[src/apsr_regs.svh]
/*
 * Register indices, field positions, reset values and timing defaults for
 * the arbitrary pulse segment register bank.
 * Assumes inclusion by bare name; definitions only.
 */
`ifndef APSR_REGS_SVH
`define APSR_REGS_SVH

// register indices; byte address is four times the index
`define APSR_IDX_SEG_ONE 12'hf0d
`define APSR_IDX_SEG_TWO 12'hf09
`define APSR_IDX_SEG_THREE 12'hf0a
`define APSR_IDX_SEG_FOUR 12'hf0b
`define APSR_IDX_SEG_FIVE 12'hf0c
`define APSR_IDX_EQ_CTRL 12'hf00
`define APSR_IDX_STATUS 12'hf10

// word offset bits below the index, and the index width
`define APSR_IDX_LSB 2
`define APSR_IDX_W 12

// segment register layout
`define APSR_SEG_REG_W 8
`define APSR_SEG_RESET 8'h00
`define APSR_LEVEL_MSB 6
`define APSR_SIGN_BIT 6
`define APSR_RSVD_BIT 7

// equalizer control layout
`define APSR_EQ_MSB 4
`define APSR_EQ_RESET 5'h00
`define APSR_ARB_EQ_CODE_DEF 5'h1f

// status layout
`define APSR_STAT_SEG_MSB 2
`define APSR_STAT_ACTIVE_BIT 3

// pulse shape geometry and slot timing
`define APSR_NUM_REGS 5
`define APSR_NUM_SLOTS 8
`define APSR_LAST_SLOT 3'h7
`define APSR_SLOT_CYCLES_DEF 4

`endif

[src/apsr_pkg.sv]
/*
 * Types for the arbitrary pulse segment register bank.
 * Assumes apsr_regs.svh is on the include path.
 */
`default_nettype none
`include "apsr_regs.svh"

package apsr_pkg;

   typedef logic [`APSR_LEVEL_MSB:0] apsr_level_t;
   typedef logic [`APSR_SEG_REG_W-1:0] apsr_byte_t;

   typedef struct packed {
      apsr_level_t segment_one_level;
      apsr_level_t segment_two_level;
      apsr_level_t segment_three_level;
      apsr_level_t segment_four_level;
      apsr_level_t segment_five_level;
   } apsr_levels_s;

   typedef struct packed {
      logic active;
      logic [2:0] segment;
      apsr_level_t amplitude;
      logic signed [7:0] twos;
   } apsr_pulse_s;

   typedef enum logic {
      APSR_IDLE,
      APSR_RUN
   } apsr_state_e;

endpackage : apsr_pkg

`default_nettype wire

[src/apsr_top.sv]
/*
 * Arbitrary pulse segment register bank with an APB slave and a
 * segment sequencer driving the transmit pulse shaper amplitude.
 * Assumes an APB master on pclk and a pulse start strobe synchronous
 * to pclk; segments six to eight lie outside this block and read as zero.
 */
// Register access over APB was left to the implementer.
//
// Overview of operation
// - each segment byte has a read/write 7-bit amplitude field, reset zero
// - amplitude is signed magnitude: bit 6 sign, bit 0 magnitude lsb
// - five registers feed segments one to five of an eight-slot pulse
// - amplitudes reach the pulse only while equalizer selects arbitrary mode
// - each stored value drives its segment's time slice of the pulse
`timescale 1ns/10ps
`default_nettype none
`include "apsr_regs.svh"

module apsr_top
   import apsr_pkg::*;
#(
   parameter int ADDR_W = 16,
   parameter int SLOT_CYCLES = `APSR_SLOT_CYCLES_DEF,
   parameter logic [`APSR_EQ_MSB:0] ARB_EQ_CODE = `APSR_ARB_EQ_CODE_DEF
)
(
   input wire logic pclk,
   input wire logic presetn,
   input wire logic psel,
   input wire logic penable,
   input wire logic pwrite,
   input wire logic [ADDR_W-1:0] paddr,
   input wire logic [31:0] pwdata,
   input wire logic [3:0] pstrb,
   output logic [31:0] prdata,
   output logic pready,
   output logic pslverr,
   input wire logic pulse_start,
   output apsr_levels_s segment_levels,
   output logic arb_mode,
   output apsr_pulse_s pulse
);

   localparam int CNT_W = (SLOT_CYCLES > 1) ? $clog2(SLOT_CYCLES) : 1;
   localparam logic [CNT_W-1:0] CNT_LAST = CNT_W'(SLOT_CYCLES - 1);

   localparam logic [`APSR_IDX_W-1:0] SEG_IDX [`APSR_NUM_REGS] = '{
      `APSR_IDX_SEG_ONE,
      `APSR_IDX_SEG_TWO,
      `APSR_IDX_SEG_THREE,
      `APSR_IDX_SEG_FOUR,
      `APSR_IDX_SEG_FIVE
   };

   // elaboration checks on parameters the logic cannot serve
   if (ADDR_W < `APSR_IDX_W + `APSR_IDX_LSB)
   begin : g_addr_chk
      $error("apsr_top: ADDR_W too narrow for register map");
   end
   if (SLOT_CYCLES < 1)
   begin : g_slot_chk
      $error("apsr_top: SLOT_CYCLES must be at least one");
   end

   apsr_byte_t seg_q [`APSR_NUM_REGS];
   logic [`APSR_EQ_MSB:0] eq_sel_q;
   apsr_state_e state_q;
   logic [2:0] slot_q;
   logic [CNT_W-1:0] cnt_q;
   logic [31:0] prdata_q;
   apsr_pulse_s pulse_q;

   logic [`APSR_IDX_W-1:0] idx;
   logic [`APSR_NUM_REGS-1:0] seg_hit;
   logic eq_hit;
   logic stat_hit;
   logic any_hit;
   logic wr_en;
   logic slot_tick;
   logic [`APSR_STAT_ACTIVE_BIT:0] status;
   apsr_level_t slot_level;

   assign idx = paddr[`APSR_IDX_LSB +: `APSR_IDX_W];
   assign eq_hit = (idx == `APSR_IDX_EQ_CTRL);
   assign stat_hit = (idx == `APSR_IDX_STATUS);
   assign any_hit = (|seg_hit) | eq_hit | stat_hit;
   assign wr_en = psel & penable & pwrite & pstrb[0];

   // zero wait states; unmapped reads and writes, and writes to read-only status, answer with error
   assign pready = 1'b1;
   assign pslverr = psel & penable & (~any_hit | (pwrite & stat_hit));
   assign prdata = prdata_q;

   // per-segment decode and storage, bit 7 kept as plain storage
   genvar g;
   generate
      for (g = 0; g < `APSR_NUM_REGS; g++)
      begin : g_seg
         assign seg_hit[g] = (idx == SEG_IDX[g]);
         always_ff @(posedge pclk or negedge presetn)
         begin
            if (!presetn)
               seg_q[g] <= `APSR_SEG_RESET;
            else if (wr_en && seg_hit[g])
               seg_q[g] <= pwdata[`APSR_SEG_REG_W-1:0];
         end
      end
   endgenerate

   always_ff @(posedge pclk or negedge presetn)
   begin
      if (!presetn)
         eq_sel_q <= `APSR_EQ_RESET;
      else if (wr_en && eq_hit)
         eq_sel_q <= pwdata[`APSR_EQ_MSB:0];
   end

   assign status = {state_q == APSR_RUN, slot_q};

   // read data captured in the setup cycle
   always_ff @(posedge pclk or negedge presetn)
   begin
      if (!presetn)
         prdata_q <= 32'h0000_0000;
      else if (psel && !penable && !pwrite)
      begin
         prdata_q <= 32'h0000_0000;
         if (seg_hit[0])
            prdata_q[`APSR_SEG_REG_W-1:0] <= seg_q[0];
         else if (seg_hit[1])
            prdata_q[`APSR_SEG_REG_W-1:0] <= seg_q[1];
         else if (seg_hit[2])
            prdata_q[`APSR_SEG_REG_W-1:0] <= seg_q[2];
         else if (seg_hit[3])
            prdata_q[`APSR_SEG_REG_W-1:0] <= seg_q[3];
         else if (seg_hit[4])
            prdata_q[`APSR_SEG_REG_W-1:0] <= seg_q[4];
         else if (eq_hit)
            prdata_q[`APSR_EQ_MSB:0] <= eq_sel_q;
         else if (stat_hit)
            prdata_q[`APSR_STAT_ACTIVE_BIT:0] <= status;
      end
   end

   assign arb_mode = (eq_sel_q == ARB_EQ_CODE);

   // levels handed to the shaper, reserved bit dropped
   assign segment_levels.segment_one_level = seg_q[0][`APSR_LEVEL_MSB:0];
   assign segment_levels.segment_two_level = seg_q[1][`APSR_LEVEL_MSB:0];
   assign segment_levels.segment_three_level = seg_q[2][`APSR_LEVEL_MSB:0];
   assign segment_levels.segment_four_level = seg_q[3][`APSR_LEVEL_MSB:0];
   assign segment_levels.segment_five_level = seg_q[4][`APSR_LEVEL_MSB:0];

   // slot divider enable
   assign slot_tick = (state_q == APSR_RUN) && (cnt_q == CNT_LAST);

   always_ff @(posedge pclk or negedge presetn)
   begin
      if (!presetn)
         cnt_q <= '0;
      else if (state_q != APSR_RUN || cnt_q == CNT_LAST)
         cnt_q <= '0;
      else
         cnt_q <= cnt_q + CNT_W'(1);
   end

   // slot sequencer across eight time slices
   always_ff @(posedge pclk or negedge presetn)
   begin
      if (!presetn)
      begin
         state_q <= APSR_IDLE;
         slot_q <= 3'h0;
      end
      else
      begin
         case (state_q)
            APSR_IDLE:
            begin
               slot_q <= 3'h0;
               if (pulse_start)
                  state_q <= APSR_RUN;
            end
            APSR_RUN:
            begin
               if (slot_tick)
               begin
                  if (slot_q == `APSR_LAST_SLOT)
                  begin
                     state_q <= APSR_IDLE;
                     slot_q <= 3'h0;
                  end
                  else
                     slot_q <= slot_q + 3'h1;
               end
            end
            default:
               state_q <= APSR_IDLE;
         endcase
      end
   end

   // level of the current slice, zero outside arbitrary mode
   always_comb
   begin
      slot_level = '0;
      if (arb_mode && state_q == APSR_RUN)
      begin
         if (slot_q < 3'(`APSR_NUM_REGS))
            slot_level = seg_q[slot_q][`APSR_LEVEL_MSB:0];
      end
   end

   always_ff @(posedge pclk or negedge presetn)
   begin
      if (!presetn)
         pulse_q <= '0;
      else
      begin
         pulse_q.active <= (state_q == APSR_RUN);
         pulse_q.segment <= slot_q;
         pulse_q.amplitude <= slot_level;
         if (slot_level[`APSR_SIGN_BIT])
            pulse_q.twos <= -$signed({2'b00, slot_level[`APSR_SIGN_BIT-1:0]});
         else
            pulse_q.twos <= $signed({2'b00, slot_level[`APSR_SIGN_BIT-1:0]});
      end
   end

   assign pulse = pulse_q;

endmodule : apsr_top

`default_nettype wire

[config.mk]
export PLATFORM = sky130hd
export DESIGN_NAME = apsr_top
export DESIGN_NICKNAME = d
export VERILOG_FILES = /design/src/apsr_pkg.sv /design/src/apsr_top.sv
export VERILOG_INCLUDE_DIRS = /design/src
export SDC_FILE = /design/constraint.sdc
export NUM_CORES = 1
export LEC_CHECK = 0
export BUFFER_PORTS_ARGS = -buffer_cell sky130_fd_sc_hd__buf_4
export CAP_MARGIN = 25
export CORE_MARGIN = 8
export CORE_UTILIZATION = 51
export CTS_CLUSTER_SIZE = 8
export DETAILED_ROUTE_END_ITERATION = 16
export PLACE_DENSITY = 0.85
export REMOVE_ABC_BUFFERS = 1
export SLEW_MARGIN = 40
export SYNTH_ARGS = -nofsm -noshare
export SYNTH_HDL_FRONTEND = slang
export SYNTH_SLANG_ARGS = --single-unit
[constraint.sdc]
create_clock -name pclk -period 2.7 [get_ports pclk]
set_input_delay 0.27 -clock pclk [delete_from_list [all_inputs] [get_ports pclk]]
set_output_delay 0.27 -clock pclk [all_outputs]
set_load 0.005 [all_outputs]
==> Word level (Yosys, flattened, before mapping) <==
Cells that the tools add are included.
{ "totals": {"output_inout_bits": 89, "reg_bits": 78} }
{ "classes": {"add_sub_neg": 3, "magnitude_cmp": 2, "n_bitwise": 11, "mux": 23, "eq_ne": 11, "n_reduce_logical": 14} }
{ "ops": {"columns": ["op", "n"], "rows": [
  ["$eq 12x12->1 const B", 7],
  ["$mux 8", 5],
  ["$mux 7", 4],
  ["$bmux 8 s3", 1],
  ["$logic_and 1x1->1", 10],
  ["$mux 3", 3],
  ["$mux 4", 2],
  ["$neg 6->8", 1],
  ["$pmux 3 s2", 1],
  ["$and 1x1->1", 5],
  ["$eq 5x5->1 const B", 1],
  ["$mux 5", 1],
  ["$reduce_or 5->1", 1],
  ["$ge 4x4->1 const B", 1],
  ["$mux 1", 4],
  ["$not 3->4", 1],
  ["$add 3x1->3 const B", 1],
  ["$eq 3x3->1 const B", 1],
  ["$lt 3x3->1 const B", 1],
  ["$or 1x1->1", 3],
  ["$add 2x1->2 const B", 1],
  ["$eq 2x2->1 const B", 1],
  ["$logic_not 1->1", 2],
  ["$mux 2", 1],
  ["other kinds (4)", 5]
]} }

==> Depth between registers and ports, before layout <==
Gate-level depths: netlist of run 1.
{ "logic_depth": {"depth_word": 8, "depth_mapped": 10, "depth_no_buf": 8} }

==> Worst setup path after synthesis of run 1 <==
Ideal clock, no wire load.
{ "synth_path": {"path_type": "register -> register", "startpoint": "reg slot_q[0]", "endpoint": "reg pulse_q, in the netlist pulse[1]", "setup_ns": 0.125, "stages_incl_launch_ff": 8, "path_buffers": 2, "path_slack_ns": 0.769, "arrival_ns": 1.806, "path_cell_list": "dfrtp_1 > buf_4 > mux4_2 > nor2b_1 > a31oi_1 > or2_1 > buf_6 > mux2_2"} }
{ "synth_via": {"elab_chain_len": 8} }
{ "synth_rtl": {"columns": ["element", "line_no", "text"], "rows": [
  ["from (decl)", "apsr_top.sv:68", "logic [2:0] slot_q;"],
  ["from (signal assigned)", "apsr_top.sv:194", "slot_q <= slot_q + 3'h1;"],
  ["$not 3->4 (implied by the code)", "apsr_top.sv:210", "slot_level = seg_q[slot_q][`APSR_LEVEL_MSB:0];"],
  ["$bmux 8 s3", "apsr_top.sv:210", null],
  ["$mux 7 (implied by the code) (2 in series)", "apsr_top.sv:210", null],
  ["$mux 7 (*)", "apsr_top.sv:209", "if (slot_q < 3'(`APSR_NUM_REGS))"],
  ["$mux 7 (*)", "apsr_top.sv:207", "if (arb_mode && state_q == APSR_RUN)"],
  ["$neg 6->8", "apsr_top.sv:224", "pulse_q.twos <= -$signed({2'b00, slot_level[`APSR_SIGN_BIT-1:0]});"],
  ["$mux 8 (*)", "apsr_top.sv:223", "if (slot_level[`APSR_SIGN_BIT])"],
  ["to (decl)", "apsr_top.sv:71", "apsr_pulse_s pulse_q;"]
]} }
Mark *: on every way between the ends. The rest lies on a longest branch, timed or not. The select of a mux whose other input is x is not followed.
A chain may end at the register's enable or synchronous reset.

==> Worst setup path after layout of run 1 <==
Same ends and word-level chain as after synthesis.

==> reports/metrics.cfg, run 1 <==
[job]
drv_cap=0

[worst_setup_path]
crit_family=multiplexers
arrival_ns=2.58
crit_chain=mux4_2, nor2b_1, a31oi_1, or2_1, mux2_2
cpMaxStageDelayCell=dfrtp_1
startpoint_type=flop
worstPathRequired_ns=2.95
r2r_slack_ns=0.36
crit_buf_inv=0
cp_max_fo=10
cp-end-kind=flop
crit_type=reg -> reg
cpPeakStageDelay_ns=0.66

[synthesis]
synth_edf_count=0
async_flop_share_pct=100
synth_cells=410
synth_flop_cell=dfrtp_1
yosys.cell_types.count=54
avgSynthCellArea_um2=10.7
synth-seq-cells=77
ys_seq_area_share_pct=44.0
synth_area_um2=4380
yosysWarnings=0

[timing]
timing.fmax_mhz=428
hold_violations=0
timing.final.crit_share_pct=86.6
worst_slew_pin_slew_ns=0.686
finClkSkew_ns=0.0107
final.setup.tns_ns=0
drv_slew=0
slew_headroom_pct=54.2
period_minus_slack_ns=2.34
setup_violations=0
rsz0062_at_grt=no

[floorplanning]
core_area_um2=8510
num_rows=34
start_util_pct=51.5
ios=147
design.die.area_um2=11800
die_w_um=109
die_height_um=109

[detailed_routing]
dr.pass1.iters=5
drc=0
drtIter0Drc=219
route.vias.total=3194
drt-total-wl_mm=11.4
wl_per_cell_um=19.5
viasPerCell=5.49
antenna_left=0

[cells_and_area]
layout.nets=531
drive_gt1_share_pct=38.6
nFillCells=749
ff_latch_area_um2=1930
multi_input_area_um2=1940
syn2layout_area_growth_pct=14.4
antenna_cells=0

[cts]
cts_made_buffers=9
htree_num_levels=3
cts_tree=yes
clk_pin_slew_ns=0.08
cts.sinks=77
cts_setup_buffers=0
cts_max_path_buffers=2
insertion_delay_ns=0.36
cts_resized=0
cts_root_buffer=clkbuf_8

[power]
p_leak_nw=2.44
powerDensity_nw_per_um2=533
irDropWorstVdd_v=0.000312
p_total_mw=2.67

[placement]
dpl.hpwl_mm=8.66
gp_congestion=0.953
io_buffers=90

[global_route]
grtUsageTotal_pct=19.2
grt_overflow=0
grt_pass1_vias=3221
grt_pass1_wl_mm=17.3
grt_max_degree=78
antenna_found_initial=0

[min_path]
hp-class=in -> reg

[run_status]
status=finished, final reports clean

metal layers:
metal	GRT usage, %	wire length (um)	vias up
li1	-	-	1465
met1	24.1	4830	1586
met2	31.6	5520	127
met3	4.37	796	16
met4	7.53	228	0
met5	0	0	-
path summary, 6_finish.rpt:
kind | start | to | cells past startpoint
max | slot_q[0] | pulse[1] | 5
min | pwdata[7] | seg_q[39] | 2
max reg2reg | slot_q[0] | pulse[1] | 5
min reg2reg | cnt_q[0] | cnt_q[0] | 1
max in group asynchronous | presetn | segment_levels[29] | 2
min in group asynchronous | presetn | pulse[18] | 2
flip-flops by register name, indices dropped and copies added, names as in the netlist:
name / cells
seg_q: 5
state_q: 1
cnt_q: 2
slot_q: 3
eq_sel_q: 5
prdata: 8
pulse: 18
segment_levels: 35
logic make-up (layout without fill, tap and decap cells):
kind of cell / Yosys count / count (layout) / synth area share, %
AO/OA/AOI/OAI: 66 / 66 / 9.80
XOR/XNOR: 5 / 5 / 1.00
adder cells (fa/ha/maj): 4 / 4 / 1.14
buffers and inverters: 87 / 128 / 13.9
flip-flops: 77 / 77 / 44.0
multiplexers: 65 / 65 / 16.8
other: 2 / 25 / 0.172
AND/OR/NAND/NOR: 104 / 104 / 13.2
synth_stat cells, types with 6 or more instances:
cell	instances	share of area, %
mux2_2	48	12
nor2_1	31	2.7
o21ai_0	16	1.8
nand2b_1	6	0.86
buf_4	63	11
dfrtp_1	77	44
nor3_1	8	0.91
mux2i_1	15	3.4
inv_1	7	0.60
nand2_1	22	1.9
a21oi_1	21	2.4
clkbuf_1	6	0.51
layout by cell type, fill, tap and decap left out, drive strengths merged, types with 3 or more instances in the layout:
cell,count
buf,102
dfrtp,77
mux2,48
nor2,31
conb,25
nand2,22
a21oi,22
o21ai,17
mux2i,15
clkbuf,12
nor3,9
inv,9
nand2b,7
a31oi,6
or2,6
nor2b,5
nand3,4
and2,4
a2bb2oi,4
ha,4
nor3b,4
o22ai,3
o22a,3
xor2,3
clkinv,3
or3,3
where the power goes:
group / leakage, nW / total [mW] / switching [mW] / internal (mW)
Clock: 0.0990 / 0.847 / 0.435 / 0.412
Sequential: 1.05 / 1.32 / 0.107 / 1.22
Combinational: 1.29 / 0.496 / 0.266 / 0.230
Total: 2.44 / 2.67 / 0.807 / 1.86
through the flow:
step	setup WS [ns]	utilization, %	hold WS [ns]	cell area, um^2	instances
4_1_cts	0.369	58.8	0.166	5000	582
3_3_place_gp	0.405	56.3	0.416	4790	565
6_report	0.363	58.9	0.174	5010	582
2_1_floorplan	0.453	-	-0.0256	3890	355
5_1_grt	0.218	58.9	0.175	5010	582
3_5_place_dp	0.389	56.4	0.341	4800	565
repair_timing:
item | 4_1_cts | 5_1_grt
hold buffers | 1 | 0
setup endpoints to repair | 0 | 0
hold endpoints to repair | 77 | 0
area by class of cell:
class,instances,share of cell area [%]
Timing Repair Buffer,103,15.6
Clock inverter,4,0.600
Clock buffer,12,3.30
Tap cell,108,2.70
Multi-Input combinational cell,269,38.7
Inverter,9,0.700
Sequential cell,77,38.5
No activity file was read; power rests on OpenSTA's default activity.
==> run 2: changes to the inputs <==
- CORE_UTILIZATION: 51 -> 57
- CTS_BUF_LIST: default -> sky130_fd_sc_hd__clkbuf_4
- PLACE_DENSITY: 0.85 -> 0.93
- clock period: 2.7 -> 2.8 ns (I/O delays scaled with it)
==> run 2 against run 1 <==
Non-clock buffer count is 1 lower. Maximum frequency down 4.6%. Sequential cell count is the same. Die area fell by 9.0%. Largest power group unchanged.
==> reports/metrics.cfg, run 2 (synthesis gave the netlist of run 1 again) <==
[run_status]
status=finished, final reports clean

[power]
p_total_mw=2.48  ; -7.2%
powerDensity_nw_per_um2=500  ; -6.1%
irDropWorstVdd_v=0.000410  ; +31%
p_leak_nw=2.42  ; -0.87%

[worst_setup_path]
r2r_slack_ns=0.35  ; about the same
crit_type=reg -> reg
cp-end-kind=flop
startpoint_type=flop
arrival_ns=2.76  ; +0.18 ns
cp_max_fo=16  ; +6
worstPathRequired_ns=3.11  ; +0.16 ns

[min_path]
hp-class=in -> reg

[global_route]
grt_overflow=0  ; unchanged
grt_max_degree=78  ; unchanged
grt_pass1_wl_mm=18.2  ; +5.3%
grtUsageTotal_pct=21.2  ; +2.0 points
antenna_found_initial=0  ; unchanged
grt_pass1_vias=3422  ; +6.2%

[cts]
cts.sinks=77  ; unchanged
cts_tree=yes
cts_root_buffer=clkbuf_4
cts_made_buffers=9  ; unchanged
cts_resized=0  ; unchanged
htree_num_levels=3  ; unchanged
cts_max_path_buffers=2  ; unchanged
clk_pin_slew_ns=0.12  ; +0.04 ns
insertion_delay_ns=0.43  ; +0.07 ns

[placement]
dpl.hpwl_mm=8.55  ; -1.2%
io_buffers=90  ; unchanged
post-place-ws_ns=0.428  ; +0.0389 ns
place_area_um2=4780  ; -0.31%
gp_congestion=0.911  ; -4.4%
dpl.cell_count=558  ; -1.2%

[cells_and_area]
nFillCells=605  ; -19%
final_core_util_pct=65.4  ; +6.5 points
final_common_cell=buf_4
largest_register_ffs=35  ; unchanged
drive_gt1_share_pct=37.9  ; -0.68 points
antenna_cells=0  ; unchanged
syn2layout_area_growth_pct=13.0
layout.nets=530  ; -0.19%
layout.cells.non_filler=574  ; -1.4%
ff_latch_area_um2=1930  ; unchanged
multi_input_area_um2=1940  ; unchanged
final_cell_area_um2=4950  ; -1.2%
final_cell_mix=100 x buf_4, 77 x dfrtp_1, 48 x mux2_2

[timing]
slew_headroom_pct=51.9  ; -2.4 points
holdWs_ns=0.0929  ; -0.0815 ns
finClkSkew_ns=0.00899  ; -0.00176 ns
timing.final.crit_share_pct=87.5  ; +0.95 points
drv_slew=0  ; unchanged
period_minus_slack_ns=2.45  ; +0.113 ns
setup_violations=0  ; unchanged
setup_ws_ns=0.350  ; -0.0132 ns
final.setup.tns_ns=0  ; unchanged
hold_violations=0  ; unchanged
timing.fmax_mhz=408  ; -4.6%
rsz0062_at_grt=no
worst_slew_pin_slew_ns=0.722  ; +0.0355 ns

[floorplanning]
core_area_um2=7570  ; -11%
die_height_um=104  ; -4.6%
num_rows=32  ; -5.9%
design.die.area_um2=10700  ; -9.0%
ios=147  ; unchanged
die_w_um=104  ; -4.6%
start_util_pct=57.9  ; +6.4 points

[detailed_routing]
wl_per_cell_um=20.0  ; +2.4%
dr.pass1.iters=4  ; -1
route.vias.total=3322  ; +4.0%
viasPerCell=5.79  ; +5.5%
drtIter0Drc=273  ; +25%
drt-total-wl_mm=11.5  ; +1.0%
antenna_left=0  ; unchanged
drc=0  ; unchanged

[job]
drv_cap=0  ; unchanged

[run 2: cell count changes in the layout (fill, tap and decap cells not counted)]
| cell | before | now |
|---|---|---|
| buf_4 | 101 | 100 |
| bufinv_16 | 0 | 2 |
| clkbuf_4 | 0 | 10 |
| clkbuf_8 | 12 | 0 |
| clkinv_1 | 0 | 2 |
| clkinv_2 | 2 | 1 |
| clkinvlp_4 | 1 | 0 |
| inv_6 | 1 | 0 |
| or2_0 | 1 | 0 |
| or2_1 | 2 | 3 |
[run 2: worst paths after layout]
kind / to / startpoint / cells after the start
min reg2reg: cnt_q[0] / cnt_q[0] / 1
min in group asynchronous: pulse[18] / presetn / 2
max reg2reg: pulse[5] / slot_q[2] / 8
max: pulse[5] / slot_q[2] / 8
min: state_q / pulse_start / 3
max in group asynchronous: prdata[3] / presetn / 2
[run 2: worst max-delay path, stage by stage (launching register included)]
cell	delay (ns)
dfrtp_1	0.83
nand2b_2	0.33
o22a_1	0.17
and2_1	0.18
or2_4	0.16
clkinv_2	0.06
nor3_2	0.32
a31oi_4	0.12
xor2_1	0.16
[run 2: timing repair]
item,4_1_cts,5_1_grt
buffers inserted,0,0
hold buffers,1,0
hold endpoints to repair,77,0
[run 2: final cells by class]
type / instances / area share (%)
Clock buffer: 10 / 1.52
Clock inverter: 5 / 1.54
Inverter: 9 / 0.708
Multi-Input combinational cell: 269 / 39.1
Sequential cell: 77 / 38.9
Tap cell: 102 / 2.58
Timing Repair Buffer: 102 / 15.6
[run 2: routing by layer]
| metal | routed length [um] | global-route usage (%) | vias to the layer above |
|---|---|---|---|
| met5 | 0 | 0 | - |
| met4 | 310 | 9.76 | 0 |
| met3 | 1000 | 6.07 | 31 |
| met1 | 4480 | 24.7 | 1646 |
| li1 | - | - | 1470 |
| met2 | 5700 | 35.2 | 175 |
[run 2: power by group]
group | total, mW | internal (mW) | switching (mW)
Combinational | 0.482 | 0.214 | 0.268
Clock | 0.731 | 0.363 | 0.368
Sequential | 1.26 | 1.17 | 0.0879
Total | 2.48 | 1.75 | 0.724
